### config.mk
export PLATFORM = sky130hd
export DESIGN_NAME = dmh_ctrl
export DESIGN_NICKNAME = d
export VERILOG_FILES = /design/src/rtl/dmh_ctrl_pkg.sv /design/src/rtl/dmh_ctrl.sv
export VERILOG_INCLUDE_DIRS = /design/src /design/src/rtl
export SDC_FILE = /design/constraint.sdc
export NUM_CORES = 1
export LEC_CHECK = 0
export BUFFER_PORTS_ARGS = -buffer_cell sky130_fd_sc_hd__buf_2
export CORE_MARGIN = 8
export CORE_UTILIZATION = 30
export CTS_CLUSTER_SIZE = 28
export DETAILED_ROUTE_END_ITERATION = 10
export PLACE_DENSITY_LB_ADDON = 0.1
export SLEW_MARGIN = 20
export SYNTH_ARGS = -nofsm -noshare
export SYNTH_HDL_FRONTEND = slang
export SYNTH_SLANG_ARGS = --single-unit
### constraint.sdc
create_clock -name clk -period 4.7 [get_ports clk]
set_input_delay 0.94 -clock clk [delete_from_list [all_inputs] [get_ports clk]]
set_output_delay 0.94 -clock clk [all_outputs]
set_load 0.03 [all_outputs]
### src/rtl/dmh_ctrl_consts.svh
// Constants for the main-loop mode and holdover controller
// Functional notes
// - Locked is entered only from pre-locked, pre-locked2 or lost-phase.
// - Lock from pre-locked or pre-locked2 needs a selected reference and one second of unbroken phase lock.
// - Loss of phase lock moves to lost-phase; regained lock returns to locked.
// - Lost-phase disqualifies on bucket trigger, or after 100 s with phase alarm.
// - Disqualification goes to pre-locked2 with good standby, else holdover.
// - Invalid reference with no replacement enters holdover using stored frequency.
// - Manual-holdover bit low selects automatic, high selects manual holdover.
// - Averaging bit high uses averaged frequency, low uses frozen frequency.
// - Averaged frequency is IIR filtered; short bit gives about 8 min, else 110 min; code time constant is 64 or 1024 averaging ticks (one per second by default).
// - Instantaneous holdover freezes the integral path value, or the mini-holdover value if mini-holdover is active; proportional path excluded.
// - Manual holdover uses the 19-bit signed offset register value.
// - Live frequency status reports the integral path offset, same format.
// - Filtered readback makes offset register reads return the averaged value, always.
// - Missing input freezes loop frequency quickly by entering mini-holdover.
// - A two-bit field selects one of four mini-holdover frequency methods.
// - Mini-holdover ends on new source, holdover entry, or input recovery.
// - Holdover moves to pre-locked2 once a reference is selected and applied.
// - Revertive mode enters pre-locked2 when a higher-priority reference returns.
// - No lock within 100 s in pre-locked2 returns to holdover and reselects.
// - Operating status register shows the main-loop state as a 3-bit code.
// - After reset the state machine starts in free-run.
// - Free-run moves to pre-locked when a reference is selected.
// - No lock within 100 s in pre-locked reverts to free-run and reselects.
`ifndef DMH_CTRL_CONSTS_SVH
`define DMH_CTRL_CONSTS_SVH
`define DMH_CLK_HZ       25000000
`define DMH_SEC_CYCLES   (`DMH_CLK_HZ * 1)
`define DMH_TIMEOUT_S    7'd100
`define DMH_FREQ_W       19
`define DMH_FRAC_W       12
`define DMH_SHIFT_SHORT  6
`define DMH_SHIFT_LONG   10
`define DMH_ADDR_W       4
`define DMH_OFS_CFG      4'h0
`define DMH_OFS_HOFS     4'h4
`define DMH_OFS_LIVE     4'h8
`define DMH_OFS_STS      4'hc
`define DMH_CFG_MAN      0
`define DMH_CFG_AVG      1
`define DMH_CFG_SHORT    2
`define DMH_CFG_RDAVG    3
`define DMH_CFG_MINI_LO  4
`define DMH_CFG_REVERT   6
`define DMH_CFG_RST      7'h00
`define DMH_STS_ALARM    3
`define DMH_STS_MINI     4
`define DMH_CODE_FREE    3'h1
`define DMH_CODE_HOLD    3'h2
`define DMH_CODE_LOCK    3'h4
`define DMH_CODE_LOST    3'h5
`define DMH_CODE_PRE     3'h6
`define DMH_CODE_PRE2    3'h7
`endif

### src/rtl/dmh_ctrl_pkg.sv
// Types for the main-loop mode and holdover controller
`default_nettype none
package dmh_ctrl_pkg;
  typedef enum logic [5:0] {
    ST_FREE = 6'h01,
    ST_PRE  = 6'h02,
    ST_LOCK = 6'h04,
    ST_LOST = 6'h08,
    ST_HOLD = 6'h10,
    ST_PRE2 = 6'h20
  } dmh_state_type;
  typedef enum logic [1:0] {
    MINI_INTEG  = 2'h0,
    MINI_AVG    = 2'h1,
    MINI_MANUAL = 2'h2,
    MINI_ZERO   = 2'h3
  } dmh_mini_type;
endpackage : dmh_ctrl_pkg
`default_nettype wire

### src/rtl/dmh_ctrl.sv
// Main-loop operating-mode state machine with holdover frequency control
`include "dmh_ctrl_consts.svh"
`default_nettype none
module dmh_ctrl #(
  parameter int SEC_CYCLES = `DMH_SEC_CYCLES,
  parameter int AVG_CYCLES = `DMH_SEC_CYCLES,
  parameter int FW         = `DMH_FREQ_W
) (
  // Clock, reset, enable
  input  wire logic                    clk,
  input  wire logic                    nrst,
  input  wire logic                    clk_en,
  // Register port
  input  wire logic [`DMH_ADDR_W-1:0]  reg_addr,
  input  wire logic [31:0]             reg_wdata,
  input  wire logic                    reg_wr,
  input  wire logic                    reg_rd,
  output logic      [31:0]             reg_rdata,
  // Selector and detector events
  input  wire logic                    ref_selected,
  input  wire logic                    phase_lock,
  input  wire logic                    bucket_trig,
  input  wire logic                    standby_good,
  input  wire logic                    ref_invalid,
  input  wire logic                    higher_prio_restored,
  input  wire logic                    ref_missing,
  input  wire logic                    new_source,
  input  wire logic signed [FW-1:0]    integ_freq,
  // Loop control outputs
  output logic      [2:0]              main_loop_state_code,
  output logic signed [FW-1:0]         freq_ctrl,
  output logic                         freq_override,
  output logic                         mini_holdover,
  output logic                         phase_alarm,
  output logic                         disqualify,
  output logic                         reselect_req
);

  localparam int PW = $clog2(SEC_CYCLES + 1);
  localparam int AW = $clog2(AVG_CYCLES + 1);
  localparam int FR = `DMH_FRAC_W;
  localparam int XW = FW + FR;

  if (SEC_CYCLES < 2 || AVG_CYCLES < 2 || FW < 8) begin : g_chk
    $error("dmh_ctrl: parameter values not supported");
  end

  // Reads sign-extend the frequency word into the 32-bit read port
  if (FW > 32) begin : g_fw_chk
    $error("dmh_ctrl: frequency word wider than the read port");
  end

  dmh_ctrl_pkg::dmh_state_type st_q;
  dmh_ctrl_pkg::dmh_state_type st_d;

  logic [6:0]              cfg_q;
  logic signed [FW-1:0]    hofs_q;
  logic signed [FW-1:0]    frozen_q;
  logic signed [FW-1:0]    mini_val_q;
  logic signed [XW-1:0]    acc_q;
  logic [PW-1:0]           pre_q;
  logic [PW-1:0]           lock_cnt_q;
  logic [AW-1:0]           avg_pre_q;
  logic [6:0]              sec_q;
  logic                    mini_q;
  logic                    alarm_q;
  logic                    disq_q;
  logic                    resel_q;
  logic [2:0]              code_q;
  logic signed [FW-1:0]    freq_q;
  logic                    ovr_q;
  logic [31:0]             rdata_q;

  logic                    entry;
  logic                    sec_tick;
  logic                    timeout;
  logic                    lock_ok;
  logic                    lock_full;
  logic                    lost_disq;
  logic                    lost_tmo;
  logic                    retry_tmo;
  logic                    hold_entry;
  logic                    avg_tick;
  logic signed [FW-1:0]    avg_val;
  logic signed [XW-1:0]    diff;
  logic signed [XW-1:0]    step;
  logic                    man_mode;
  logic                    avg_mode;
  logic                    revertive;
  logic                    wr_cfg;
  logic                    wr_hofs;
  logic                    wr_sts;
  dmh_ctrl_pkg::dmh_mini_type mini_sel;

  assign man_mode  = cfg_q[`DMH_CFG_MAN];
  assign avg_mode  = cfg_q[`DMH_CFG_AVG];
  assign revertive = cfg_q[`DMH_CFG_REVERT];
  assign mini_sel  = dmh_ctrl_pkg::dmh_mini_type'(cfg_q[`DMH_CFG_MINI_LO +: 2]);

  // Write strobes decoded once so every register sees the same address compare
  assign wr_cfg  = reg_wr && (reg_addr == `DMH_OFS_CFG);
  assign wr_hofs = reg_wr && (reg_addr == `DMH_OFS_HOFS);
  assign wr_sts  = reg_wr && (reg_addr == `DMH_OFS_STS);

  // Timers restart on every state change so each state sees a fresh window
  assign entry    = (st_d != st_q);
  assign sec_tick = (pre_q == PW'(SEC_CYCLES - 1));
  assign timeout  = sec_tick && (sec_q == `DMH_TIMEOUT_S);
  assign lock_full = (lock_cnt_q == PW'(SEC_CYCLES));
  // A break in the very cycle the count completes must still deny lock
  assign lock_ok  = lock_full && phase_lock && ref_selected;
  assign lost_tmo = (st_q == dmh_ctrl_pkg::ST_LOST) && timeout;
  assign lost_disq = (st_q == dmh_ctrl_pkg::ST_LOST) && (bucket_trig || timeout);
  assign retry_tmo = timeout && !lock_ok && (st_q == dmh_ctrl_pkg::ST_PRE ||
                                             st_q == dmh_ctrl_pkg::ST_PRE2);
  assign hold_entry = (st_d == dmh_ctrl_pkg::ST_HOLD) && (st_q != dmh_ctrl_pkg::ST_HOLD);

  always_ff @(posedge clk or negedge nrst) begin
    if (!nrst) begin
      pre_q <= '0;
      sec_q <= 7'h00;
    end else if (clk_en) begin
      if (entry || sec_tick) begin
        pre_q <= '0;
      end else begin
        pre_q <= pre_q + PW'(1);
      end
      if (entry) begin
        sec_q <= 7'h00;
      end else if (sec_tick && sec_q != 7'h7f) begin
        sec_q <= sec_q + 7'h01;
      end
    end
  end

  // Any break in lock restarts the one-second qualification
  always_ff @(posedge clk or negedge nrst) begin
    if (!nrst) begin
      lock_cnt_q <= '0;
    end else if (clk_en) begin
      if (entry || !phase_lock || !ref_selected) begin
        lock_cnt_q <= '0;
      end else if (!lock_full) begin
        lock_cnt_q <= lock_cnt_q + PW'(1);
      end
    end
  end

  // Next state; an invalid reference outranks a plain phase loss in locked
  always_comb begin
    st_d = st_q;
    case (st_q)
      dmh_ctrl_pkg::ST_FREE: begin
        if (ref_selected) begin
          st_d = dmh_ctrl_pkg::ST_PRE;
        end
      end
      dmh_ctrl_pkg::ST_PRE: begin
        if (lock_ok) begin
          st_d = dmh_ctrl_pkg::ST_LOCK;
        end else if (timeout) begin
          st_d = dmh_ctrl_pkg::ST_FREE;
        end
      end
      dmh_ctrl_pkg::ST_LOCK: begin
        if (ref_invalid) begin
          st_d = standby_good ? dmh_ctrl_pkg::ST_PRE2 : dmh_ctrl_pkg::ST_HOLD;
        end else if (!phase_lock) begin
          st_d = dmh_ctrl_pkg::ST_LOST;
        end else if (revertive && higher_prio_restored) begin
          st_d = dmh_ctrl_pkg::ST_PRE2;
        end
      end
      dmh_ctrl_pkg::ST_LOST: begin
        if (lost_disq || ref_invalid) begin
          st_d = standby_good ? dmh_ctrl_pkg::ST_PRE2 : dmh_ctrl_pkg::ST_HOLD;
        end else if (phase_lock && ref_selected) begin
          st_d = dmh_ctrl_pkg::ST_LOCK;
        end
      end
      dmh_ctrl_pkg::ST_HOLD: begin
        if (ref_selected || (revertive && higher_prio_restored)) begin
          st_d = dmh_ctrl_pkg::ST_PRE2;
        end
      end
      dmh_ctrl_pkg::ST_PRE2: begin
        if (lock_ok) begin
          st_d = dmh_ctrl_pkg::ST_LOCK;
        end else if (timeout) begin
          st_d = dmh_ctrl_pkg::ST_HOLD;
        end
      end
      default: begin
        st_d = dmh_ctrl_pkg::ST_FREE;
      end
    endcase
  end

  always_ff @(posedge clk or negedge nrst) begin
    if (!nrst) begin
      st_q <= dmh_ctrl_pkg::ST_FREE;
    end else if (clk_en) begin
      st_q <= st_d;
    end
  end

  // Code follows the next state so that it changes on the same edge as the state
  always_ff @(posedge clk or negedge nrst) begin
    if (!nrst) begin
      code_q <= `DMH_CODE_FREE;
    end else if (clk_en) begin
      case (st_d)
        dmh_ctrl_pkg::ST_PRE:  code_q <= `DMH_CODE_PRE;
        dmh_ctrl_pkg::ST_LOCK: code_q <= `DMH_CODE_LOCK;
        dmh_ctrl_pkg::ST_LOST: code_q <= `DMH_CODE_LOST;
        dmh_ctrl_pkg::ST_HOLD: code_q <= `DMH_CODE_HOLD;
        dmh_ctrl_pkg::ST_PRE2: code_q <= `DMH_CODE_PRE2;
        default:               code_q <= `DMH_CODE_FREE;
      endcase
    end
  end

  // Event pulses towards the source selector
  always_ff @(posedge clk or negedge nrst) begin
    if (!nrst) begin
      disq_q  <= 1'b0;
      resel_q <= 1'b0;
    end else if (clk_en) begin
      disq_q  <= lost_disq;
      resel_q <= retry_tmo;
    end
  end

  // Alarm is sticky; a new timeout beats a software clear in the same cycle
  always_ff @(posedge clk or negedge nrst) begin
    if (!nrst) begin
      alarm_q <= 1'b0;
    end else if (clk_en) begin
      if (lost_tmo) begin
        alarm_q <= 1'b1;
      end else if (wr_sts && reg_wdata[`DMH_STS_ALARM]) begin
        alarm_q <= 1'b0;
      end
    end
  end

  // Integral value, or the mini-holdover value if mini-holdover is active, captured at holdover entry; proportional path never reaches here
  always_ff @(posedge clk or negedge nrst) begin
    if (!nrst) begin
      frozen_q <= '0;
    end else if (clk_en) begin
      if (hold_entry) begin
        frozen_q <= mini_q ? mini_val_q : integ_freq;
      end
    end
  end

  // Leaky IIR; fractional bits keep small differences from stalling the filter
  assign diff    = (XW'(integ_freq) <<< FR) - acc_q;
  assign step    = cfg_q[`DMH_CFG_SHORT] ? (diff >>> `DMH_SHIFT_SHORT)
                                         : (diff >>> `DMH_SHIFT_LONG);
  assign avg_val = acc_q[XW-1:FR];
  assign avg_tick = (avg_pre_q == AW'(AVG_CYCLES - 1));

  always_ff @(posedge clk or negedge nrst) begin
    if (!nrst) begin
      avg_pre_q <= '0;
      acc_q     <= '0;
    end else if (clk_en) begin
      avg_pre_q <= avg_tick ? '0 : avg_pre_q + AW'(1);
      // Averaging stops while the input is untrustworthy
      if (avg_tick && !mini_q && st_q != dmh_ctrl_pkg::ST_HOLD &&
          st_q != dmh_ctrl_pkg::ST_FREE) begin
        acc_q <= acc_q + step;
      end
    end
  end

  // Mini-holdover freezes on the first missing-clock report
  always_ff @(posedge clk or negedge nrst) begin
    if (!nrst) begin
      mini_q     <= 1'b0;
      mini_val_q <= '0;
    end else if (clk_en) begin
      if (mini_q) begin
        if (new_source || !ref_missing || st_d == dmh_ctrl_pkg::ST_HOLD) begin
          mini_q <= 1'b0;
        end
      end else if (ref_missing && st_q != dmh_ctrl_pkg::ST_HOLD &&
                   st_q != dmh_ctrl_pkg::ST_FREE && !new_source) begin
        mini_q <= 1'b1;
        case (mini_sel)
          dmh_ctrl_pkg::MINI_INTEG:  mini_val_q <= integ_freq;
          dmh_ctrl_pkg::MINI_AVG:    mini_val_q <= avg_val;
          dmh_ctrl_pkg::MINI_MANUAL: mini_val_q <= hofs_q;
          default:                   mini_val_q <= '0;
        endcase
      end
    end
  end

  // Frequency word handed to the loop
  always_ff @(posedge clk or negedge nrst) begin
    if (!nrst) begin
      freq_q <= '0;
      ovr_q  <= 1'b0;
    end else if (clk_en) begin
      if (st_q == dmh_ctrl_pkg::ST_HOLD) begin
        ovr_q <= 1'b1;
        if (man_mode) begin
          freq_q <= hofs_q;
        end else if (avg_mode) begin
          freq_q <= avg_val;
        end else begin
          freq_q <= frozen_q;
        end
      end else if (mini_q) begin
        ovr_q  <= 1'b1;
        freq_q <= mini_val_q;
      end else begin
        ovr_q  <= 1'b0;
        freq_q <= integ_freq;
      end
    end
  end

  // Register writes; a running host loop may rewrite the offset at any time
  always_ff @(posedge clk or negedge nrst) begin
    if (!nrst) begin
      cfg_q <= `DMH_CFG_RST;
    end else if (clk_en && wr_cfg) begin
      cfg_q <= reg_wdata[6:0];
    end
  end

  always_ff @(posedge clk or negedge nrst) begin
    if (!nrst) begin
      hofs_q <= '0;
    end else if (clk_en && wr_hofs) begin
      hofs_q <= reg_wdata[FW-1:0];
    end
  end

  // Read data stand for one cycle only; idle cycles return zero
  always_ff @(posedge clk or negedge nrst) begin
    if (!nrst) begin
      rdata_q <= 32'h0000_0000;
    end else if (clk_en) begin
      rdata_q <= 32'h0000_0000;
      if (reg_rd) begin
        case (reg_addr)
          `DMH_OFS_CFG:  rdata_q <= {25'h0, cfg_q};
          `DMH_OFS_HOFS: rdata_q <= 32'(signed'(cfg_q[`DMH_CFG_RDAVG] ? avg_val : hofs_q));
          `DMH_OFS_LIVE: rdata_q <= 32'(signed'(integ_freq));
          `DMH_OFS_STS:  rdata_q <= {27'h0, mini_q, alarm_q, code_q};
          default:       rdata_q <= 32'h0000_0000;
        endcase
      end
    end
  end

  // Every output is a register
  assign reg_rdata            = rdata_q;
  assign main_loop_state_code = code_q;
  assign freq_ctrl            = freq_q;
  assign freq_override        = ovr_q;
  assign mini_holdover        = mini_q;
  assign phase_alarm          = alarm_q;
  assign disqualify           = disq_q;
  assign reselect_req         = resel_q;

endmodule : dmh_ctrl
`default_nettype wire

Word level (Yosys, flattened, before mapping)

Index checks and enable logic that the tools add are counted.

Reduce and logical (&&, ||, !) cells: 48
Bitwise gates (word level): 1
Equal/unequal tests: 25
Mux-type cells: 36
Add/sub/neg operators: 6

Operators by type and width:

| kind                                          | number |
|---|---|
| case mux 32 bit (4 select lines)              | 1 |
| 2-to-1 mux 25 bit                             | 4 |
| 2-to-1 mux 19 bit                             | 5 |
| adder 25 x 1 -> 25 bit, second input constant | 3 |
| == test 25 bit, second input constant         | 3 |
| 2-to-1 mux 6 bit                              | 12 |
| case mux 19 bit (3 select lines)              | 1 |
| case mux 6 bit (6 select lines)               | 1 |
| 2-to-1 mux 32 bit                             | 1 |
| adder 31 x 25 -> 31 bit                       | 1 |
| subtractor 31 bit                             | 1 |
| 2-to-1 mux 24 bit                             | 1 |
| logical AND 1 bit                             | 23 |
| case mux 3 bit (5 select lines)               | 1 |
| 2-to-1 mux 7 bit                              | 2 |
| == test 6 x 2 -> 1 bit, second input constant | 2 |
| == test 6 x 3 -> 1 bit, second input constant | 2 |
| == test 6 x 4 -> 1 bit, second input constant | 2 |
| == test 6 x 5 -> 1 bit, second input constant | 2 |
| == test 6 bit, second input constant          | 2 |
| AND reduction 2 bit                           | 5 |
| logical OR 1 bit                              | 9 |
| == test 4 bit, second input constant          | 2 |
| adder 7 x 1 -> 7 bit, second input constant   | 1 |
| other kinds (17)                              | 29 |

Word-level logic and storage cells: 134
Register bits after elaboration: 242
Output and inout bits: 59

Depth between registers and ports, before layout

Gate-level depths: netlist of the first run.

Word-level depth: 12
Gate-level depth with buffers: 23

Worst setup path before layout of the first run

No wires, ideal clock.

Path kind: input to register
Start point: input integ_freq[1]
End point: register acc_q[28]
Path slack: -368 ps
Data arrival time: 4932 ps
Setup time: 135 ps
Stages: 19
Path buffers: 1
Required time: 4565 ps
Cells stage by stage: ha_1 > o21a_1 > nor2_1 > or3_1 > o31ai_1 > nor3b_1 > or2_1 > clkbuf_1 > o311ai_1 > mux2_2 > o21bai_1 > ha_1 > o21a_1 > o21a_1 > and3_1 > a211o_1 > a21oi_1 > xnor2_1 > o21ai_0

Longest elaborated chain between the ends: 3

RTL lines:

| element                   | line            | RTL |
|---|---|---|
| from (decl)               | dmh_ctrl.sv:28  | `input wire logic signed [FW-1:0] integ_freq,` |
| subtractor 31 bit *       | dmh_ctrl.sv:259 | `assign diff = (XW'(integ_freq) <<< FR) - acc_q;` |
| 2-to-1 mux 24 bit         | dmh_ctrl.sv:260 | `` assign step = cfg_q[`DMH_CFG_SHORT] ? (diff >>> `DMH_SHIFT_SHORT) `` |
| adder 31 x 25 -> 31 bit * | dmh_ctrl.sv:274 | `acc_q <= acc_q + step;` |
| to (signal assigned)      | dmh_ctrl.sv:274 |  |
| to (decl)                 | dmh_ctrl.sv:60  | `logic signed [XW-1:0] acc_q;` |

Mark *: on every way between the ends. The rest lies on a longest branch, timed or not.
A chain may end at the register's enable or synchronous reset.

Worst setup path after layout of the first run

Start point: register acc_q[4]
End point: register acc_q[28]

Longest elaborated chain between the ends: 3

RTL lines:

| element                   | line |
|---|---|
| subtractor 31 bit         | dmh_ctrl.sv:259 |
| 2-to-1 mux 24 bit         | dmh_ctrl.sv:260 |
| adder 31 x 25 -> 31 bit * | dmh_ctrl.sv:274 |

Marked as above.

==> flow_summary.json, run 1 <==
{
  "vias": 12644,
  "reg2reg_from": "acc_q[4]$_DFFE_PN0P_",
  "yosys.area_share.simple_pct": 18.0,
  "dp_hpwl_microns": 34800,
  "core_area_sq_um": 47600,
  "leakagePower_nw": 7.79,
  "fmax_ghz": 0.229,
  "clk-insertion-delay-late_ps": 570,
  "crit_type": "reg -> reg",
  "async_flop_share_pct": 100,
  "drive_above_1_share_pct": 21.6,
  "pre_cts_ws_ps": -360,
  "slew_viol_final": 0,
  "seqCellArea_sq_um": 5730,
  "worst_setup_path_start_kind": "flop",
  "arrival_ps": 4800,
  "setup_viol": 0,
  "synthCells": 1639,
  "syn_to_final_growth_pct": 22.7,
  "skew_ps": 10.7,
  "chipWidth_microns": 236,
  "yosysUniqueCellTypes": 74,
  "totalWireLength_microns": 47200,
  "muxShareOfSynthArea_pct": 9.17,
  "relSlewSlack_pct": 25.4,
  "finish.utilization_pct": 37.3,
  "grt_max_degree": 83,
  "synth_nets": 1762,
  "grt_pass1_vias": 12795,
  "status": "complete, no violations",
  "end_kind": "flop",
  "drtAntennaViolNets": 0,
  "gr-total-overflow": 0,
  "cp_data_required_time_ps": 5130,
  "antenna_found_initial": 3,
  "avgSynthCellArea_sq_um": 8.83,
  "htree_levels": 1,
  "finalHoldViolCount": 0,
  "multi_input_area_sq_um": 8240,
  "synth_ff_type": "dfrtp_1",
  "fillCellCount": 4989,
  "setup_ws_ps": 327,
  "synth_fa_ha_area_share_pct": 4.81,
  "cts_sinks": 229,
  "max-cap-violations": 0,
  "startpoint": "acc_q[4]$_DFFE_PN0P_",
  "ir_drop_uv": 222,
  "num_io_pins": 127,
  "synth_compound_area_share_pct": 18.2,
  "synth_area_sq_um": 14500,
  "ys_ff_latch": 229,
  "synth_top_family_by_area": "compound AO/OA/AOI/OAI gates",
  "grt_use_total_pct": 16.7,
  "clk_pin_slew_ps": 60,
  "powerDensity_nw_per_um2": 336,
  "synth_xor_area_share_pct": 5.44,
  "dieArea_sq_um": 55500,
  "via_per_inst": 5.10,
  "drc_errors": 0,
  "placed_area_sq_um": 16700,
  "yosysSeqAreaShare_pct": 39.6,
  "grt_pass1_wl_microns": 75400,
  "synth_edf_count": 0,
  "rows": 80,
  "drt-pass1-iter-count": 5,
  "rsz0062_at_grt": "true",
  "nNetsFinal": 1963,
  "cts_buffer_depth": 3,
  "final_cell_area_sq_um": 17800,
  "hp-class": "in -> async",
  "drt_iter0_markers": 857,
  "cts-root-buf": "clkbuf_16",
  "portBuffers": 113,
  "cts-buffers-inserted": 30,
  "period_share_pct": 93.0,
  "period_needed_ps": 4370,
  "die_h_microns": 236,
  "start_util_pct": 30.4,
  "cp_max_fo": 4,
  "p_total_mw": 5.97,
  "ys.warnings.count": 0,
  "wl_per_cell_microns": 19.1,
  "worstMarginPinSlew_ps": 1120,
  "routabilityCongestion": 0.843,
  "cts_tree": "done"
}
[flip-flops by register name, summed over array words and instances (netlist names), 3 cells and up]
name                  flops
mini_val_q               19
reg_rdata                19
pre_q                    25
hofs_q                   19
avg_pre_q                25
st_q                      6
acc_q                    31
cfg_q                     7
frozen_q                 19
freq_ctrl                19
main_loop_state_code      3
sec_q                     7
lock_cnt_q               25
[cells by family after synthesis]
kind of cell / count (synthesis)
flip-flops: 229
buffers and inverters: 168
multiplexers: 126
AO/OA/AOI/OAI: 428
XOR/XNOR: 90
AND/OR/NAND/NOR: 543
adder cells (fa/ha/maj): 55
[placed cells by master, fill, tap and decap left out, drive strengths merged, types with 7 or more instances in the layout]
master / Yosys / routed
nor2: 181 / 181
mux2i: 73 / 73
nand2b: 23 / 23
a31oi: 18 / 18
a211oi: 22 / 22
o21a: 11 / 11
dfrtp: 227 / 227
nor4: 10 / 10
and2: 7 / 7
a21o: 19 / 19
a21oi: 144 / 144
clkbuf: 68 / 47
and3: 15 / 15
or3: 13 / 13
nor3: 22 / 22
mux2: 53 / 53
xor2: 45 / 45
ha: 54 / 54
o21ai: 87 / 87
buf: 30 / 267
nand2: 139 / 139
or4: 10 / 10
nand4: 26 / 26
o31ai: 24 / 24
a22oi: 12 / 12
nand3: 50 / 50
o22ai: 27 / 27
nor2b: 18 / 18
xnor2: 45 / 45
o21bai: 13 / 13
inv: 70 / 70
nor4b: 8 / 8
o211ai: 8 / 8
[cells in the mapped netlist, types with 45 or more instances]
| cell type | count | area [sq um] |
|---|---|---|
| xor2_1 | 45 | 394 |
| inv_1 | 70 | 263 |
| xnor2_1 | 45 | 394 |
| nor2_1 | 181 | 679 |
| clkbuf_1 | 68 | 255 |
| nand3_1 | 50 | 250 |
| o21ai_0 | 82 | 410 |
| dfrtp_1 | 227 | 5680 |
| a21oi_1 | 144 | 721 |
| ha_1 | 54 | 676 |
| mux2_2 | 53 | 597 |
| mux2i_1 | 73 | 731 |
| nand2_1 | 139 | 522 |
[worst max-delay path: stages, from the launching register on]
cell      delay (ps)
dfrtp_1          420
nor4_2           270
buf_4            160
nand3b_1         140
o21a_4           270
o31ai_4          290
nor3b_2          250
o21ai_0          180
o311ai_4         130
mux2_4           350
o21bai_1         160
ha_1             320
o21a_1           210
o21a_1           220
and3_1           190
a211o_1          320
a21oi_2          140
xnor2_1          120
o21ai_0           90
[routing by layer]
layer	vias to the layer above	part of all wire [%]	global-route usage, %
met3	45	4.4	2.80
met5	-	0.019	0
met4	2	1.6	3.11
met1	6116	48	23.3
li1	6263	-	-
met2	218	46	27.1
[where the power goes]
group	switching [mW]	total, mW	internal, mW
clock network	0.902	2.33	1.43
logic	0.714	1.27	0.555
registers	0.213	2.38	2.16
[through the flow]
stage | cells | hold slack, ps | setup TNS (ps)
floorplan | 1639 | 461 | 0
global placement | 2420 | 486 | -3120
detailed placement | 2420 | 487 | -3360
CTS | 2472 | 350 | 0
global route | 2476 | 356 | -97.5
finish | 2478 | 324 | 0
[layout make-up]
type / count / area share, %
Tap cell: 615 / 4.33
Clock inverter: 5 / 0.423
Sequential cell: 229 / 32.3
Clock buffer: 47 / 5.16
Antenna cell: 3 / 0.0423
Multi-Input combinational cell: 1242 / 46.4
Timing Repair Buffer: 267 / 9.90
Inverter: 70 / 1.48
[repair_timing]
| action | CTS | global route |
|---|---|---|
| hold buffers | 0 | 0 |
| endpoints found under the hold margin | 0 | 0 |
| endpoints found under the setup margin | 0 | 14 |
| buffers inserted | 0 | 3 |
| gates resized for setup | 0 | 22 |
[path summary, 6_finish.rpt]
path | cells after the start | end | slack (ps)
max | 18 | acc_q[28]$_DFFE_PN0P_ | 330
min | 1 | pre_q[22]$_DFFE_PN0P_ | 320
max reg2reg | 18 | acc_q[28]$_DFFE_PN0P_ | 330
min reg2reg | 1 | avg_pre_q[5]$_DFFE_PN0P_ | 500
max in group asynchronous | 2 | reg_rdata[16]$_DFFE_PN0P_ | 3450
min in group clk | 1 | avg_pre_q[5]$_DFFE_PN0P_ | 500
Power figures use the tool's default switching activity.
==> run 2, diff against run 1 <==
- CTS_BUF_LIST: default -> sky130_fd_sc_hd__clkbuf_8
==> run 2 against run 1 <==
  * Clock power is 9.9% lower
  * Sequential cell count unchanged
  * Total power is 3.8% lower
  * Via count up 0.84%
  * Setup slack got worse by 33 ps
  * Count of clock-buffer cells in the layout grew 10
  * Clock skew increased by 16 ps
  * Critical path type unchanged
  * Critical endpoint unchanged
  * Highest routed layer unchanged
==> flow_summary.json, run 2 (synthesis gave the netlist of run 1 again) <==
{
  "cts_tree": "done",
  "cp_data_required_time_ps": 5160,
  "end_kind": "flop",
  "grt_max_degree": 83,
  "clk-insertion-delay-late_ps": 620,
  "drt_iter0_markers": 780,
  "totalWireLength_microns": 47700,
  "final_cell_area_sq_um": 17700,
  "relSlewSlack_pct": 24.8,
  "most-common-layout-cells": "dfrtp_1, nor2_1, buf_4, a21oi_1, nand2_1",
  "drt-pass1-iter-count": 7,
  "grt_pass1_wl_microns": 76000,
  "dieArea_sq_um": 55500,
  "cpMaxStageDelayCell": "dfrtp_1",
  "cts_buffer_depth": 3,
  "slew_viol_final": 0,
  "htree_levels": 2,
  "clk_pin_slew_ps": 60,
  "portBuffers": 113,
  "hp-class": "in -> async",
  "crit_type": "reg -> reg",
  "largest_reg_flops": 31,
  "syn_to_final_growth_pct": 22.3,
  "skew_ps": 26.3,
  "drtAntennaViolNets": 0,
  "max-cap-violations": 0,
  "nNetsFinal": 1979,
  "cts_sinks": 229,
  "setup_viol": 0,
  "period_share_pct": 93.7,
  "routabilityCongestion": 0.843,
  "leakagePower_nw": 7.86,
  "ir_drop_uv": 153,
  "grt_use_total_pct": 17.0,
  "powerDensity_nw_per_um2": 324,
  "grt_pass1_vias": 12943,
  "rsz0062_at_grt": "true",
  "fmax_ghz": 0.227,
  "period_needed_ps": 4410,
  "largest_register": "acc_q",
  "die_h_microns": 236,
  "dp_hpwl_microns": 34800,
  "placed_area_sq_um": 16700,
  "via_per_inst": 5.08,
  "vias": 12750,
  "status": "complete, no violations",
  "worst_setup_path_start_kind": "flop",
  "chipWidth_microns": 236,
  "arrival_ps": 4870,
  "antenna_found_initial": 3,
  "gr-total-overflow": 0,
  "core_area_sq_um": 47600,
  "cts-buffers-inserted": 46,
  "hold_slack_ps": 285,
  "drc_errors": 0,
  "worstMarginPinSlew_ps": 1130,
  "cp_cell_sequence": "nor4_2 -> buf_4 -> nand3b_1 -> o21a_2 -> o31ai_4 -> nor3b_2 -> o21ai_0 -> o311ai_4 -> mux2_4 -> o21bai_1 -> ha_1 -> o21a_1 -> o21a_1 -> and3_1 -> a211o_1 -> a21oi_2 -> xnor2_1 -> o21ai_0",
  "cp_max_fo": 4,
  "layout_commonest_cell": "dfrtp_1",
  "drive_above_1_share_pct": 22.5,
  "wl_per_cell_microns": 19.0,
  "crit_family": "compound AO/OA/AOI/OAI gates",
  "critical-path-max-stage-delay_ps": 410,
  "start_util_pct": 30.4,
  "cts-root-buf": "clkbuf_8",
  "cp.buffers_inverters": 1,
  "finalHoldViolCount": 0,
  "rows": 80,
  "num_io_pins": 127
}
## run 2: cell count changes in the layout (fill, tap and decap cells not counted), moves of 2 or more
cell	before	now
clkbuf_16	31	0
inv_6	0	2
clkbuf_8	8	57
nand3_1	50	48
clkbuf_1	8	0
nand3_2	0	2
inv_1	70	91
## run 2: cell type report
| class | count | area [sq um] |
|---|---|---|
| Sequential cell | 229 | 5730 |
| Inverter | 70 | 263 |
| Multi-Input combinational cell | 1242 | 8250 |
| Clock buffer | 57 | 785 |
| Timing Repair Buffer | 267 | 1760 |
| Tap cell | 615 | 769 |
| Antenna cell | 3 | 7.51 |
| Fill cell | 5014 | 29900 |
| Clock inverter | 27 | 141 |
## run 2: repair_timing
item	in CTS	in global routing
endpoints found under the setup margin	0	14
resized for setup	0	26
setup buffers	0	3
hold buffers	0	0
## run 2: metal layers
layer	track usage, %	vias to the layer above	routed length, microns
li1	-	6307	-
met1	23.2	6140	22700
met2	27.3	238	21900
met3	3.71	63	2310
met4	3.52	2	779
met5	0	-	8
## run 2: worst paths after layout
check / slack, ps / startpoint / cells after the start / endpoint
min reg2reg: 500 / avg_pre_q[4]$_DFFE_PN0P_ / 1 / avg_pre_q[4]$_DFFE_PN0P_
min in group clk: 500 / avg_pre_q[4]$_DFFE_PN0P_ / 1 / avg_pre_q[4]$_DFFE_PN0P_
max: 290 / acc_q[2]$_DFFE_PN0P_ / 18 / acc_q[28]$_DFFE_PN0P_
max reg2reg: 290 / acc_q[2]$_DFFE_PN0P_ / 18 / acc_q[28]$_DFFE_PN0P_
max in group asynchronous: 3480 / nrst / 2 / reg_rdata[16]$_DFFE_PN0P_
min: 290 / nrst / 1 / pre_q[22]$_DFFE_PN0P_
## run 2: stage by stage
stage | util, % | setup TNS, ps | total power, mW | std cells | setup WS, ps
floorplan | - | 0 | 3.16 | 1639 | 14.9
global placement | 35.0 | -3120 | 3.66 | 2420 | -346
detailed placement | 35.0 | -3360 | 3.68 | 2420 | -360
CTS | 36.9 | 0 | 5.83 | 2504 | 108
global route | 37.2 | -11.5 | 6.09 | 2508 | -6.63
finish | 37.2 | 0 | 5.74 | 2510 | 294
## run 2: worst reg2reg max path, delay by kind of cell (launching register included)
kind,cells,cell delay [ps]
AO/OA/AOI/OAI,10,2030
XOR/XNOR,1,120
adder cells (fa/ha/maj),1,320
buffers and inverters,1,170
flip-flops,1,410
multiplexers,1,350
AND/OR/NAND/NOR,4,860
## run 2: power breakdown
part           total [mW]  switching [mW]  internal (mW)
Sequential           2.38           0.212           2.16
Clock                2.10           0.949           1.15
Combinational        1.27           0.717          0.557
Total                5.74            1.88           3.87
==> run 3, diff against run 2 <==
- REMOVE_ABC_BUFFERS: default -> 1
==> run 3 against run 2 <==
  * Die area is the same
  * Critical path type is now in -> reg
  * Via count grew 0.17%
  * Sequential cell count is the same
  * Combinational power grew 6%
  * Clock skew grew 20 ps
  * Maximum frequency shrank 2.6%
==> flow_summary.json, run 3 (synthesis gave the netlist of run 1 again) <==
{
  "status": "complete, no violations",
  "num_io_pins": 127,
  "cp_max_fo": 5,
  "most-common-layout-cells": "dfrtp_1, buf_4, nor2_1, a21oi_1, nand2_1",
  "totalWireLength_microns": 48100,
  "vias": 12772,
  "crit_family": "compound AO/OA/AOI/OAI gates",
  "powerDensity_nw_per_um2": 330,
  "wl_per_cell_microns": 18.9,
  "leakagePower_nw": 8.05,
  "arrival_ps": 5000,
  "dp.cells": 2446,
  "gr-total-overflow": 0,
  "critical-path-max-stage-delay_ps": 400,
  "syn_to_final_growth_pct": 24.0,
  "fmax_ghz": 0.221,
  "worstMarginPinSlew_ps": 974,
  "cts_buffer_depth": 3,
  "cts_hold_repair.buffers": 0,
  "crit_type": "in -> reg",
  "rows": 80,
  "nNetsFinal": 2012,
  "hp-class": "in -> async",
  "grt_use_total_pct": 17.1,
  "drive_above_1_share_pct": 23.8,
  "cts-buffers-inserted": 47,
  "cp_cell_sequence": "buf_2 -> ha_1 -> o21a_1 -> nor2_2 -> or3_4 -> o31ai_2 -> buf_4 -> nor3b_2 -> or2_4 -> a31oi_1 -> xor2_1 -> mux2i_1 -> ha_1 -> a21oi_1 -> nand3_1 -> o211ai_1 -> a21oi_2 -> buf_4 -> a211o_1 -> a21oi_1 -> xnor2_1 -> o21ai_0",
  "cts_tree": "done",
  "largest_register": "acc_q",
  "grt_pass1_vias": 13108,
  "slew_viol_final": 0,
  "drc_errors": 0,
  "htree_levels": 2,
  "grt_pass1_wl_microns": 76100,
  "antenna_found_initial": 5,
  "drt_iter0_markers": 714,
  "dieArea_sq_um": 55500,
  "drtAntennaViolNets": 0,
  "cp.buffers_inverters": 3,
  "via_per_inst": 5.03,
  "cpMaxStageDelayCell": "or3_4",
  "grt_max_degree": 93,
  "chipWidth_microns": 236,
  "final_cells": 2540,
  "cts_sinks": 229,
  "finish.utilization_pct": 37.7,
  "fillCellCount": 4984,
  "r2r_setup_slack_ps": 240,
  "hold_slack_ps": 312,
  "period_share_pct": 96.2,
  "p_total_mw": 5.93,
  "dp_hpwl_microns": 34200,
  "core_area_sq_um": 47600,
  "clk_pin_slew_ps": 60,
  "start_util_pct": 30.4,
  "cp_data_required_time_ps": 5180,
  "clk-insertion-delay-late_ps": 650,
  "period_needed_ps": 4520,
  "largest_reg_flops": 31,
  "routabilityCongestion": 0.832,
  "layout_commonest_cell": "dfrtp_1",
  "relSlewSlack_pct": 35.0,
  "skew_ps": 45.9,
  "setup_viol": 0,
  "pre_cts_ws_ps": -679,
  "setup_ws_ps": 179,
  "finalHoldViolCount": 0,
  "cts-root-buf": "clkbuf_8",
  "max-cap-violations": 0,
  "die_h_microns": 236,
  "ir_drop_uv": 158,
  "portBuffers": 113,
  "end_kind": "flop",
  "drt-pass1-iter-count": 5,
  "worst_setup_path_start_kind": "input port"
}
## run 3: cell types whose count changed in the layout (fill, tap and decap cells not counted), moves of 3 or more
cell,before,now
buf_4,153,185
inv_1,91,86
clkbuf_8,57,60
ha_1,50,53
ha_4,4,1
## run 3: per-layer routing
| layer | GRT usage [%] | routed length (microns) |
|---|---|---|
| met3 | 2.80 | 1900 |
| met4 | 5.29 | 1160 |
| met1 | 22.7 | 22600 |
| met2 | 28.3 | 22400 |
| met5 | 0 | 27 |
## run 3: final cells by class
| cell class | instances | area [sq um] | share of cell area (%) |
|---|---|---|---|
| flip-flops and latches | 229 | 5730 | 31.9 |
| inverters | 70 | 263 | 1.46 |
| repair buffers | 299 | 2000 | 11.1 |
| diodes | 1 | 2.50 | 0.0139 |
| clock buffers | 60 | 826 | 4.60 |
| multi-input cells | 1242 | 8190 | 45.6 |
| well taps | 615 | 769 | 4.29 |
| clock inverters | 24 | 168 | 0.934 |
## run 3: final timing paths
path / start / to / cells past startpoint
max: integ_freq[2] / acc_q[28]$_DFFE_PN0P_ / 22
min: nrst / reg_rdata[0]$_DFFE_PN0P_ / 1
max reg2reg: acc_q[18]$_DFFE_PN0P_ / acc_q[28]$_DFFE_PN0P_ / 20
min reg2reg: avg_pre_q[4]$_DFFE_PN0P_ / avg_pre_q[4]$_DFFE_PN0P_ / 1
max in group asynchronous: nrst / avg_pre_q[0]$_DFFE_PN0P_ / 2
min in group clk: avg_pre_q[4]$_DFFE_PN0P_ / avg_pre_q[4]$_DFFE_PN0P_ / 1
## run 3: power by group
group          switching (mW)  internal [mW]  leakage, nW
Combinational           0.765          0.578         4.45
Sequential              0.179           2.16         3.03
Clock                   0.987           1.26        0.573
## run 3: timing repair
action,4_1_cts,5_1_grt
resized for setup,2,31
setup endpoints to repair,2,13
gates cloned,0,0
pin swaps,0,14
buffers inserted,0,9
## run 3: metrics by stage
stage               instance area (sq um)  setup TNS [ps]
detailed placement                  16800           -6400
global route                        18000           -32.8
CTS                                 17800               0
floorplan                           14000            -699
global placement                    16800           -6010
finish                              18000               0
